**config.mk**
```make
export PLATFORM = sky130hd
export DESIGN_NAME = float_unit_pipeline_issue
export DESIGN_NICKNAME = d
export VERILOG_FILES = /design/src/shared/fu_pkg.sv /design/src/hw/fu_delay_line.sv /design/src/hw/fu_iter_divider.sv /design/src/hw/float_unit_pipeline_issue.sv
export SDC_FILE = /design/constraint.sdc
export NUM_CORES = 2
export LEC_CHECK = 0
export BUFFER_PORTS_ARGS = -buffer_cell sky130_fd_sc_hd__buf_4
export CORE_MARGIN = 2
export CORE_UTILIZATION = 45
export DETAILED_ROUTE_END_ITERATION = 16
export PLACE_DENSITY = 0.61
export SLEW_MARGIN = 15
export SYNTH_ARGS = -nofsm -noshare
export SYNTH_HDL_FRONTEND = slang
export SYNTH_SLANG_ARGS = --single-unit
```
**constraint.sdc**
```tcl
create_clock -name core_clk -period 70.5 [get_ports core_clk]
set_input_delay 14.1 -clock core_clk [delete_from_list [all_inputs] [get_ports core_clk]]
set_output_delay 14.1 -clock core_clk [all_outputs]
set_load 0.02 [all_outputs]
```
**src/shared/fu_pkg.sv**
```systemverilog
// constants, field layout and types shared by the float unit issue logic
package fu_pkg;

  // instruction word layout
  localparam int WORD_W = 32;
  localparam int OP_LSB = 28;
  localparam int OP_W = 4;
  localparam int S1_DBL_BIT = 27;
  localparam int S2_DBL_BIT = 26;
  localparam int D_DBL_BIT = 25;
  localparam int DEST_LSB = 16;
  localparam int REG_SEL_W = 5;

  // latencies in clock cycles from issue to writeback
  localparam int ADD_LAT = 5;
  localparam int MUL_LAT = 6;
  localparam int DIV_STEPS = 32;

  // control register file
  localparam int NUM_CREG = 11;
  localparam int NUM_SHADOW = 9;
  localparam logic [3:0] STATUS_IDX = 4'h9;
  localparam logic [3:0] CONTROL_IDX = 4'hA;
  localparam int SH_WORD = 0;
  localparam int SH_OPA = 1;
  localparam int SH_OPB = 2;
  localparam int SH_RESULT = 3;
  localparam int SH_PREC = 4;
  localparam int SH_COUNT = 5;
  localparam int SH_WBREG = 6;
  localparam int SH_DIVQ = 7;
  localparam int SH_SCORE = 8;

  // status bits and rounding field
  localparam int ST_DIVZERO = 0;
  localparam int ST_OVERFLOW = 1;
  localparam int ST_PRIV = 2;
  localparam int ST_ILLEGAL = 3;
  localparam int RND_LSB = 0;
  localparam logic [1:0] RND_UP = 2'h2;
  localparam logic [31:0] STATUS_RST = 32'h0000_0000;
  localparam logic [31:0] CONTROL_RST = 32'h0000_0000;

  typedef enum logic [3:0] {
    OP_INT = 4'h0,
    OP_FADD = 4'h1,
    OP_FSUB = 4'h2,
    OP_FCMP = 4'h3,
    OP_FCVT = 4'h4,
    OP_FMUL = 4'h5,
    OP_FDIV = 4'h6,
    OP_IMUL = 4'h7,
    OP_IDIV = 4'h8
  } op_t;

  // gray codes along idle, run, done
  typedef enum logic [1:0] {
    DV_IDLE = 2'h0,
    DV_RUN = 2'h1,
    DV_DONE = 2'h3
  } div_state_t;

endpackage

```
**src/hw/fu_delay_line.sv**
```systemverilog
// fixed-depth valid/data delay line used as an execution pipeline
`timescale 1ns/1ps
`default_nettype none
module fu_delay_line #(
  parameter int WIDTH = 8,
  parameter int DEPTH = 4
) (
  // clock and reset
  input wire logic clk,
  input wire logic rstN,
  // stage entry
  input wire logic inValid,
  input wire logic [WIDTH-1:0] inData,
  // last stage
  output logic outValid,
  output logic [WIDTH-1:0] outData
);

  if (DEPTH < 1 || WIDTH < 1) begin : g_bad
    $error("fu_delay_line needs DEPTH and WIDTH of at least one");
  end

  logic vld_r [DEPTH];
  logic [WIDTH-1:0] data_r [DEPTH];

  // every stage moves each clock; there is no stall path by design
  for (genvar g = 0; g < DEPTH; g++) begin : g_stage
    logic vldIn;
    logic [WIDTH-1:0] dataIn;
    // stage zero takes the entry, the rest take their predecessor
    if (g == 0) begin : g_head
      assign vldIn = inValid;
      assign dataIn = inData;
    end else begin : g_body
      assign vldIn = vld_r[g-1];
      assign dataIn = data_r[g-1];
    end
    always_ff @(posedge clk or negedge rstN) begin
      if (!rstN) begin
        vld_r[g] <= 1'b0;
        data_r[g] <= '0;
      end else begin
        vld_r[g] <= vldIn;
        data_r[g] <= dataIn;
      end
    end
  end

  assign outValid = vld_r[DEPTH-1];
  assign outData = data_r[DEPTH-1];

endmodule
`default_nettype wire

```
**src/hw/fu_iter_divider.sv**
```systemverilog
// iterative restoring divider, one quotient bit per clock
`timescale 1ns/1ps
`default_nettype none
module fu_iter_divider #(
  parameter int WIDTH = 32
) (
  // clock and reset
  input wire logic clk,
  input wire logic rstN,
  // request
  input wire logic start,
  input wire logic [WIDTH-1:0] dividend,
  input wire logic [WIDTH-1:0] divisor,
  input wire logic roundUp,
  // result hand-off
  input wire logic grant,
  output logic idleNext,
  output logic done,
  output logic [WIDTH-1:0] quotient,
  output logic divZero
);

  if (WIDTH < 2) begin : g_bad
    $error("fu_iter_divider needs WIDTH of at least two");
  end

  localparam int CNT_W = $clog2(WIDTH);

  fu_pkg::div_state_t state_r;
  logic [WIDTH:0] rem_r;
  logic [WIDTH-1:0] quo_r;
  logic [WIDTH-1:0] dvs_r;
  logic [CNT_W-1:0] cnt_r;
  logic rnd_r;
  logic dz_r;
  logic [WIDTH:0] shifted;
  logic [WIDTH:0] diff;
  logic bump;

  // trial subtraction for the current bit
  assign shifted = {rem_r[WIDTH-1:0], quo_r[WIDTH-1]};
  assign diff = shifted - {1'b0, dvs_r};
  // round toward plus: bump when a remainder is left
  assign bump = rnd_r && (rem_r != '0) && !dz_r;

  // one pass through the same stage per result bit
  always_ff @(posedge clk or negedge rstN) begin
    if (!rstN) begin
      state_r <= fu_pkg::DV_IDLE;
      rem_r <= '0;
      quo_r <= '0;
      dvs_r <= '0;
      cnt_r <= '0;
      rnd_r <= 1'b0;
      dz_r <= 1'b0;
    end else begin
      case (state_r)
        fu_pkg::DV_IDLE: begin
          if (start) begin
            quo_r <= dividend;
            rem_r <= '0;
            dvs_r <= divisor;
            cnt_r <= '0;
            rnd_r <= roundUp;
            dz_r <= (divisor == '0);
            state_r <= fu_pkg::DV_RUN;
          end
        end
        fu_pkg::DV_RUN: begin
          if (!diff[WIDTH]) begin
            rem_r <= diff;
            quo_r <= {quo_r[WIDTH-2:0], 1'b1};
          end else begin
            rem_r <= shifted;
            quo_r <= {quo_r[WIDTH-2:0], 1'b0};
          end
          cnt_r <= cnt_r + 1'b1;
          if (cnt_r == CNT_W'(WIDTH - 1)) begin
            state_r <= fu_pkg::DV_DONE;
          end
        end
        fu_pkg::DV_DONE: begin
          // result waits here until the destination bus is free
          if (grant) begin
            state_r <= fu_pkg::DV_IDLE;
          end
        end
        default: begin
          state_r <= fu_pkg::DV_IDLE;
        end
      endcase
    end
  end

  assign done = (state_r == fu_pkg::DV_DONE);
  assign idleNext = ((state_r == fu_pkg::DV_IDLE) && !start) || (done && grant);
  assign quotient = quo_r + {{(WIDTH-1){1'b0}}, bump};
  assign divZero = dz_r;

endmodule
`default_nettype wire

```
**src/hw/float_unit_pipeline_issue.sv**
```systemverilog
// float unit issue, pipelines, scoreboard and control registers
`timescale 1ns/1ps
`default_nettype none
module float_unit_pipeline_issue (
  // clock and reset
  input wire logic core_clk,
  input wire logic rst_n,
  // issue from the sequencer
  input wire logic issueValid,
  input wire logic [31:0] issueWord,
  input wire logic [31:0] firstOperandBus,
  input wire logic [31:0] secondOperandBus,
  output logic addPipeReady,
  // routing to the integer unit
  output logic intDispatch,
  output logic [31:0] intWord,
  // destination bus and scoreboard
  output logic destValid,
  output logic [4:0] destReg,
  output logic [31:0] destData,
  output logic [31:0] scoreboard,
  // control register port
  input wire logic [3:0] regAddr,
  input wire logic [31:0] regWrData,
  input wire logic regWr,
  input wire logic regRd,
  input wire logic regXchg,
  input wire logic regSuper,
  output logic [31:0] regRdData
);

  localparam int ADD_RES_W = fu_pkg::REG_SEL_W + fu_pkg::WORD_W;
  localparam int MUL_RES_W = ADD_RES_W + 1;

  // reset release
  logic rstMeta_r;
  logic rstN_r;

  // decode
  fu_pkg::op_t op;
  logic [4:0] issueDest;
  logic isInt;
  logic isMul;
  logic isDiv;
  logic isAddCls;
  logic intAccept;
  logic mulAccept;
  logic addAccept;
  logic addPipeIn;
  logic divStart;
  logic fpAccept;
  logic illegal;

  // datapath
  logic [31:0] addRes;
  logic [63:0] product;
  logic mulOvf;
  logic addOut;
  logic [ADD_RES_W-1:0] addOutData;
  logic mulOut;
  logic [MUL_RES_W-1:0] mulOutData;
  logic divIdleNext;
  logic divDone;
  logic divGrant;
  logic divZero;
  logic [31:0] divQuot;
  logic [4:0] divDest_r;

  // writeback
  logic wbValid;
  logic [4:0] wbReg;
  logic [31:0] wbData;
  logic ovfWb;
  logic dzWb;

  // state
  logic addReady_r;
  logic intDispatch_r;
  logic [31:0] intWord_r;
  logic destValid_r;
  logic [4:0] destReg_r;
  logic [31:0] destData_r;
  logic [31:0] scoreboard_r;
  logic [31:0] scoreboard_nxt;
  logic [31:0] sbSet;
  logic [31:0] sbClr;

  // registers
  logic [31:0] status_r;
  logic [31:0] control_r;
  logic [31:0] shadow_r [fu_pkg::NUM_SHADOW];
  logic [31:0] statusSet;
  logic [31:0] regRdData_r;
  logic regIdxOk;
  logic isUserReg;
  logic regAllowed;
  logic regAccess;
  logic privFault;
  logic regWrite;
  logic regReadOk;
  logic [31:0] regVal;
  logic [31:0] shadowVal;

  // two-flop reset release so deassertion is clean
  always_ff @(posedge core_clk or negedge rst_n) begin
    if (!rst_n) begin
      rstMeta_r <= 1'b0;
      rstN_r <= 1'b0;
    end else begin
      rstMeta_r <= 1'b1;
      rstN_r <= rstMeta_r;
    end
  end

  // decode straight from the fixed word, in parallel with operand reads
  assign op = fu_pkg::op_t'(issueWord[fu_pkg::OP_LSB +: fu_pkg::OP_W]);
  assign issueDest = issueWord[fu_pkg::DEST_LSB +: fu_pkg::REG_SEL_W];
  assign isInt = (op == fu_pkg::OP_INT);
  assign isMul = (op == fu_pkg::OP_FMUL) || (op == fu_pkg::OP_IMUL);
  assign isDiv = (op == fu_pkg::OP_FDIV) || (op == fu_pkg::OP_IDIV);
  assign isAddCls = isDiv || (op == fu_pkg::OP_FADD) || (op == fu_pkg::OP_FSUB)
                    || (op == fu_pkg::OP_FCMP) || (op == fu_pkg::OP_FCVT);

  // acceptance; multiply is never refused
  assign intAccept = issueValid && isInt;
  assign mulAccept = issueValid && isMul;
  assign addAccept = issueValid && isAddCls && addReady_r;
  assign addPipeIn = addAccept && !isDiv;
  assign divStart = addAccept && isDiv;
  assign fpAccept = mulAccept || addAccept;
  assign illegal = issueValid && !(isInt || isMul || isAddCls);

  // stand-in arithmetic on the low word; precision tags travel in the shadows
  assign addRes = (op == fu_pkg::OP_FSUB) ? firstOperandBus - secondOperandBus :
                  (op == fu_pkg::OP_FCMP) ? {29'h0000_0000,
                    firstOperandBus < secondOperandBus,
                    firstOperandBus == secondOperandBus,
                    firstOperandBus > secondOperandBus} :
                  (op == fu_pkg::OP_FCVT) ? firstOperandBus :
                  firstOperandBus + secondOperandBus;
  assign product = firstOperandBus * secondOperandBus;
  assign mulOvf = |product[63:32];

  // add/sub/compare/convert pipeline
  fu_delay_line #(
    .WIDTH(ADD_RES_W),
    .DEPTH(fu_pkg::ADD_LAT - 1)
  ) addPipe (
    .clk(core_clk),
    .rstN(rstN_r),
    .inValid(addPipeIn),
    .inData({issueDest, addRes}),
    .outValid(addOut),
    .outData(addOutData)
  );

  // free-running multiply pipeline, no stall input at all
  fu_delay_line #(
    .WIDTH(MUL_RES_W),
    .DEPTH(fu_pkg::MUL_LAT - 1)
  ) mulPipe (
    .clk(core_clk),
    .rstN(rstN_r),
    .inValid(mulAccept),
    .inData({issueDest, mulOvf, product[31:0]}),
    .outValid(mulOut),
    .outData(mulOutData)
  );

  // divide iterates in its own unit, outside the add pipeline; add class issue waits while it runs
  fu_iter_divider #(
    .WIDTH(fu_pkg::DIV_STEPS)
  ) divUnit (
    .clk(core_clk),
    .rstN(rstN_r),
    .start(divStart),
    .dividend(firstOperandBus),
    .divisor(secondOperandBus),
    .roundUp(control_r[fu_pkg::RND_LSB +: 2] == fu_pkg::RND_UP),
    .grant(divGrant),
    .idleNext(divIdleNext),
    .done(divDone),
    .quotient(divQuot),
    .divZero(divZero)
  );

  // one destination bus: the pipelines never collide, divide waits its turn
  assign divGrant = divDone && !mulOut && !addOut;
  assign wbValid = mulOut || addOut || divGrant;
  assign wbReg = mulOut ? mulOutData[MUL_RES_W-1 -: 5] :
                 addOut ? addOutData[ADD_RES_W-1 -: 5] : divDest_r;
  assign wbData = mulOut ? mulOutData[31:0] :
                  addOut ? addOutData[31:0] : divQuot;
  assign ovfWb = mulOut && mulOutData[32];
  assign dzWb = divGrant && divZero;

  // scoreboard: set wins over clear, register zero never marked
  assign sbSet = fpAccept ? (32'h0000_0001 << issueDest) : 32'h0000_0000;
  assign sbClr = wbValid ? (32'h0000_0001 << wbReg) : 32'h0000_0000;
  assign scoreboard_nxt = ((scoreboard_r & ~sbClr) | sbSet) & 32'hFFFF_FFFE;

  // add class is refused one cycle after a multiply so results never meet
  always_ff @(posedge core_clk or negedge rstN_r) begin
    if (!rstN_r) begin
      addReady_r <= 1'b1;
      divDest_r <= 5'h00;
    end else begin
      addReady_r <= !mulAccept && divIdleNext;
      if (divStart) begin
        divDest_r <= issueDest;
      end
    end
  end

  // integer work goes to the integer unit for one cycle
  always_ff @(posedge core_clk or negedge rstN_r) begin
    if (!rstN_r) begin
      intDispatch_r <= 1'b0;
      intWord_r <= 32'h0000_0000;
    end else begin
      intDispatch_r <= intAccept;
      if (intAccept) begin
        intWord_r <= issueWord;
      end
    end
  end

  // destination bus and scoreboard registers
  always_ff @(posedge core_clk or negedge rstN_r) begin
    if (!rstN_r) begin
      destValid_r <= 1'b0;
      destReg_r <= 5'h00;
      destData_r <= 32'h0000_0000;
      scoreboard_r <= 32'h0000_0000;
    end else begin
      destValid_r <= wbValid;
      destReg_r <= wbReg;
      destData_r <= wbData;
      scoreboard_r <= scoreboard_nxt;
    end
  end

  // register access: user mode sees only status and control
  assign regIdxOk = (regAddr < 4'(fu_pkg::NUM_CREG));
  assign isUserReg = (regAddr == fu_pkg::STATUS_IDX) || (regAddr == fu_pkg::CONTROL_IDX);
  assign regAllowed = regIdxOk && (regSuper || isUserReg);
  assign regAccess = regRd || regWr || regXchg;
  assign privFault = regAccess && regIdxOk && !regAllowed;
  assign regWrite = (regWr || regXchg) && regAllowed;
  assign regReadOk = (regRd || regXchg) && regAllowed;
  assign shadowVal = (regAddr < 4'(fu_pkg::NUM_SHADOW)) ? shadow_r[regAddr] : 32'h0000_0000;
  assign regVal = (regAddr == fu_pkg::STATUS_IDX) ? status_r :
                  (regAddr == fu_pkg::CONTROL_IDX) ? control_r : shadowVal;

  // sticky exception bits; hardware set beats a software write
  assign statusSet = ({31'h0000_0000, dzWb} << fu_pkg::ST_DIVZERO)
                   | ({31'h0000_0000, ovfWb} << fu_pkg::ST_OVERFLOW)
                   | ({31'h0000_0000, privFault} << fu_pkg::ST_PRIV)
                   | ({31'h0000_0000, illegal} << fu_pkg::ST_ILLEGAL);

  // status, control and read data; exchange returns the old value
  always_ff @(posedge core_clk or negedge rstN_r) begin
    if (!rstN_r) begin
      status_r <= fu_pkg::STATUS_RST;
      control_r <= fu_pkg::CONTROL_RST;
      regRdData_r <= 32'h0000_0000;
    end else begin
      if (regWrite && regAddr == fu_pkg::STATUS_IDX) begin
        status_r <= regWrData | statusSet;
      end else begin
        status_r <= status_r | statusSet;
      end
      if (regWrite && regAddr == fu_pkg::CONTROL_IDX) begin
        control_r <= regWrData;
      end
      regRdData_r <= regReadOk ? regVal : 32'h0000_0000;
    end
  end

  // shadow state for recovery; a hardware capture overrides a restore write
  always_ff @(posedge core_clk or negedge rstN_r) begin
    if (!rstN_r) begin
      for (int i = 0; i < fu_pkg::NUM_SHADOW; i++) begin
        shadow_r[i] <= 32'h0000_0000;
      end
    end else begin
      for (int i = 0; i < fu_pkg::NUM_SHADOW; i++) begin
        if (regWrite && regAddr == 4'(i)) begin
          shadow_r[i] <= regWrData;
        end
      end
      if (fpAccept) begin
        shadow_r[fu_pkg::SH_WORD] <= issueWord;
        shadow_r[fu_pkg::SH_OPA] <= firstOperandBus;
        shadow_r[fu_pkg::SH_OPB] <= secondOperandBus;
        shadow_r[fu_pkg::SH_PREC] <= {29'h0000_0000,
          issueWord[fu_pkg::S1_DBL_BIT],
          issueWord[fu_pkg::S2_DBL_BIT],
          issueWord[fu_pkg::D_DBL_BIT]};
        shadow_r[fu_pkg::SH_COUNT] <= shadow_r[fu_pkg::SH_COUNT] + 32'h0000_0001;
      end
      if (wbValid) begin
        shadow_r[fu_pkg::SH_RESULT] <= wbData;
        shadow_r[fu_pkg::SH_WBREG] <= {27'h000_0000, wbReg};
      end
      if (divDone) begin
        shadow_r[fu_pkg::SH_DIVQ] <= divQuot;
      end
      shadow_r[fu_pkg::SH_SCORE] <= scoreboard_r;
    end
  end

  // outputs straight from flops
  assign addPipeReady = addReady_r;
  assign intDispatch = intDispatch_r;
  assign intWord = intWord_r;
  assign destValid = destValid_r;
  assign destReg = destReg_r;
  assign destData = destData_r;
  assign scoreboard = scoreboard_r;
  assign regRdData = regRdData_r;
endmodule
`default_nettype wire

```
==> impl_metrics.yaml <==
run_status:
  status: "finished, final reports clean"
layout:
  syn_to_final_growth_pct: 8.89
  post-route-util_pct: 49.4
  final_common_cell: "nand2_1"
  layout_common_cells: "nand2_1, dfrtp_1, fa_1"
  drive_gt1_share_pct: 9.32
  fillers: 15400
  multiInputGateArea_sq_mm: 0.0470
  final_nets: 8881
  area.sequential_sq_mm: 0.0232
grt:
  grt_pass1_wl_um: 378000
  antenna_found_initial: 9
  grt_use_total_pct: 29.8
  grt_max_degree: 85
  grt_pass1_vias: 59300
  grt_remaining_overflow: 0
critical_path:
  cp.required_ns: 71.04
  slowest_stage: "nor4_1"
  end_kind: "register"
  cpPeakStageDelay_ns: 1.19
  crit_path_start_kind: "input port"
  crit_arrival_ns: 24.04
  worstPathMaxFanout: 36
  path_buf_inv: 5
  crit_type: "input port to register"
  worst_path_most_repeated_cell: "fa_1"
  cpLargestDelayFamily: "adder cells"
timing:
  relSlewSlack_pct: 7.08
  holdWs_ns: 0.328
  tightest_slew_ns: 1.38
  setup_viol: 0
  hold_violations: 0
  rsz0062_at_grt: "false"
  final.setup.tns_ns: 0
  finalMaxSlewViolations: 0
  fin_crit_sh_pct: 33.3
  max_freq_ghz: 0.0426
  fin_crit_ns: 23.50
  fin_worst_skew_ns: 0.0323
clock_network:
  ctsHtreeMaxLevel: 3
  hold_buffers: 0
  clk_transition_reported_paths_ns: 0.06
  clock_path_buffers: 3
  cts_tree: "built"
  cts_resized: 0
  root_buffer: "clkbuf_16"
  cts_setup_buffers: 0
  clock_sinks: 926
  clock_latency_ns: 0.69
  numCtsBuffers: 90
floorplanning:
  die_area_sq_mm: 0.170
  io_pins: 275
  fp.dieW_um: 412
  die_h_um: 412
  rows: 149
  initial_utilization_pct: 45.4
  coreArea_sq_mm: 0.165
logic_synthesis:
  syn-cell-area_sq_mm: 0.0750
  yosys.cell_types.count: 92
  synth_seq_area_share_pct: 30.9
  ys.flop_type: "dfrtp_1"
  syn_inst: 7538
  synth_area_per_cell_sq_um: 9.95
  synth_edf_count: 0
  async_flop_share_pct: 100
  ys.warnings.count: 0
  ys_ff_latch: 926
  postSynthNetCount: 8942
route:
  drt_wl_total_um: 250000
  wire_per_inst_um: 25.6
  drc: 0
  drtIter0Drc: 4958
  first_pass_iters: 6
  vias: 56300
  drtAntennaViolNets: 0
  vias_per_cell: 5.78
place:
  io_buffers: 273
  gp_congestion: 1.02
  place_hpwl_um: 185000
hold_path:
  hold_class: "register to async pin"
flow_run:
  drv_cap: 0
-- routing by layer --
layer  up-vias  track usage [%]  part of all wire (%)
li1      24400                -                     -
met1     29200             38.7                    41
met2      2233             49.7                    48
met3       521             3.33                   5.7
met4         0             14.2                   5.4
met5         -                0                     0
-- final timing paths --
path | from | end | slack [ns] | cells after the start
setup / recovery | firstOperandBus[10] | mulPipe.g_stage[1].dataIn[32]$_DFF_PN0_ | 47.00 | 26
hold / removal | rstN_r$_DFF_PN0_ | destReg[1]$_DFF_PN0_ | 0.33 | 0
setup reg to reg | rstN_r$_DFF_PN0_ | mulPipe.g_stage[1].dataIn[26]$_DFF_PN0_ | 65.36 | 5
hold reg to reg | rstN_r$_DFF_PN0_ | destReg[1]$_DFF_PN0_ | 0.33 | 0
max in group asynchronous | rst_n | rstN_r$_DFF_PN0_ | 57.22 | 1
min in group core_clk | addPipe.g_stage[3].dataIn[20]$_DFF_PN0_ | addPipe.outData[20]$_DFF_PN0_ | 0.33 | 0
-- through the flow --
stage	setup WS [ns]	cells	instance area (sq um)
floorplan	42.78	7538	75000
global placement	46.59	9574	78500
detailed placement	46.56	9574	78500
CTS	47.29	9741	81600
global route	47.01	9743	81600
finish	47.00	9746	81700
-- cell families after synthesis --
kind of cell | synth area share, %
and+or+nand+nor | 14.3
buffers and inverters | 6.63
adders and majority gates | 30.1
AOI/OAI and AO/OA | 9.80
DFF | 30.9
muxes | 6.70
xor gates and xnor gates | 1.55
other | 0.0100
-- worst reg2reg max path, delay by kind of cell (launching register included) --
kind	cells	cell delay [ns]
buffers and inverters	5	4.25
DFF	1	0.80
-- Yosys cell counts, drive strengths merged, types with 16 or more instances --
master  count  area share, %
o21ai     470            3.1
inv       832            4.2
nor2b      22           0.18
clkbuf    432            2.2
nand3     106           0.71
xnor2      96            1.1
o211ai     25           0.25
nor2      310            1.6
and3       37           0.31
dfrtp     925             31
a211oi     35           0.37
a21oi     333            2.2
fa        898             24
mux2       96            1.4
nor3       63           0.42
nand4      44           0.37
nand2b     28           0.23
buf        52           0.29
ha        367            6.1
o22ai      26           0.22
xor2       37           0.43
o21a       25           0.25
a21o       48           0.48
o31ai      16           0.16
mux4       64            1.9
nand2    1024            5.1
a31oi      66           0.55
o21bai     23           0.23
nor4       28           0.26
a221oi     25           0.29
mux2i     250            3.3
and2      554            4.6
o211a      26           0.35
-- flip-flops by register name, indices dropped and copies added (netlist names), 31 cells and up --
| signal | flops |
|---|---|
| destData | 32 |
| scoreboard | 31 |
| regRdData | 32 |
| addPipe.outData | 33 |
| shadow_r | 287 |
| mulPipe.g_stage.dataIn | 148 |
| divUnit.dvs_r | 32 |
| divUnit.rem_r | 33 |
| addPipe.g_stage.dataIn | 99 |
| control_r | 32 |
| status_r | 32 |
| intWord | 32 |
| divUnit.quo_r | 32 |
| mulPipe.outData | 38 |
-- area by class of cell --
type / count / share of cell area [%]
multi-input cells: 5294 / 57.5
diodes: 5 / 0.0153
clock buffers: 114 / 3.04
well taps: 2189 / 3.35
repair buffers: 331 / 3.04
clock inverters: 53 / 0.801
inverters: 834 / 3.83
flip-flops and latches: 926 / 28.4
Power is not shown: default switching activity piles up to over one toggle a cycle in this logic, so the estimate is an artifact.
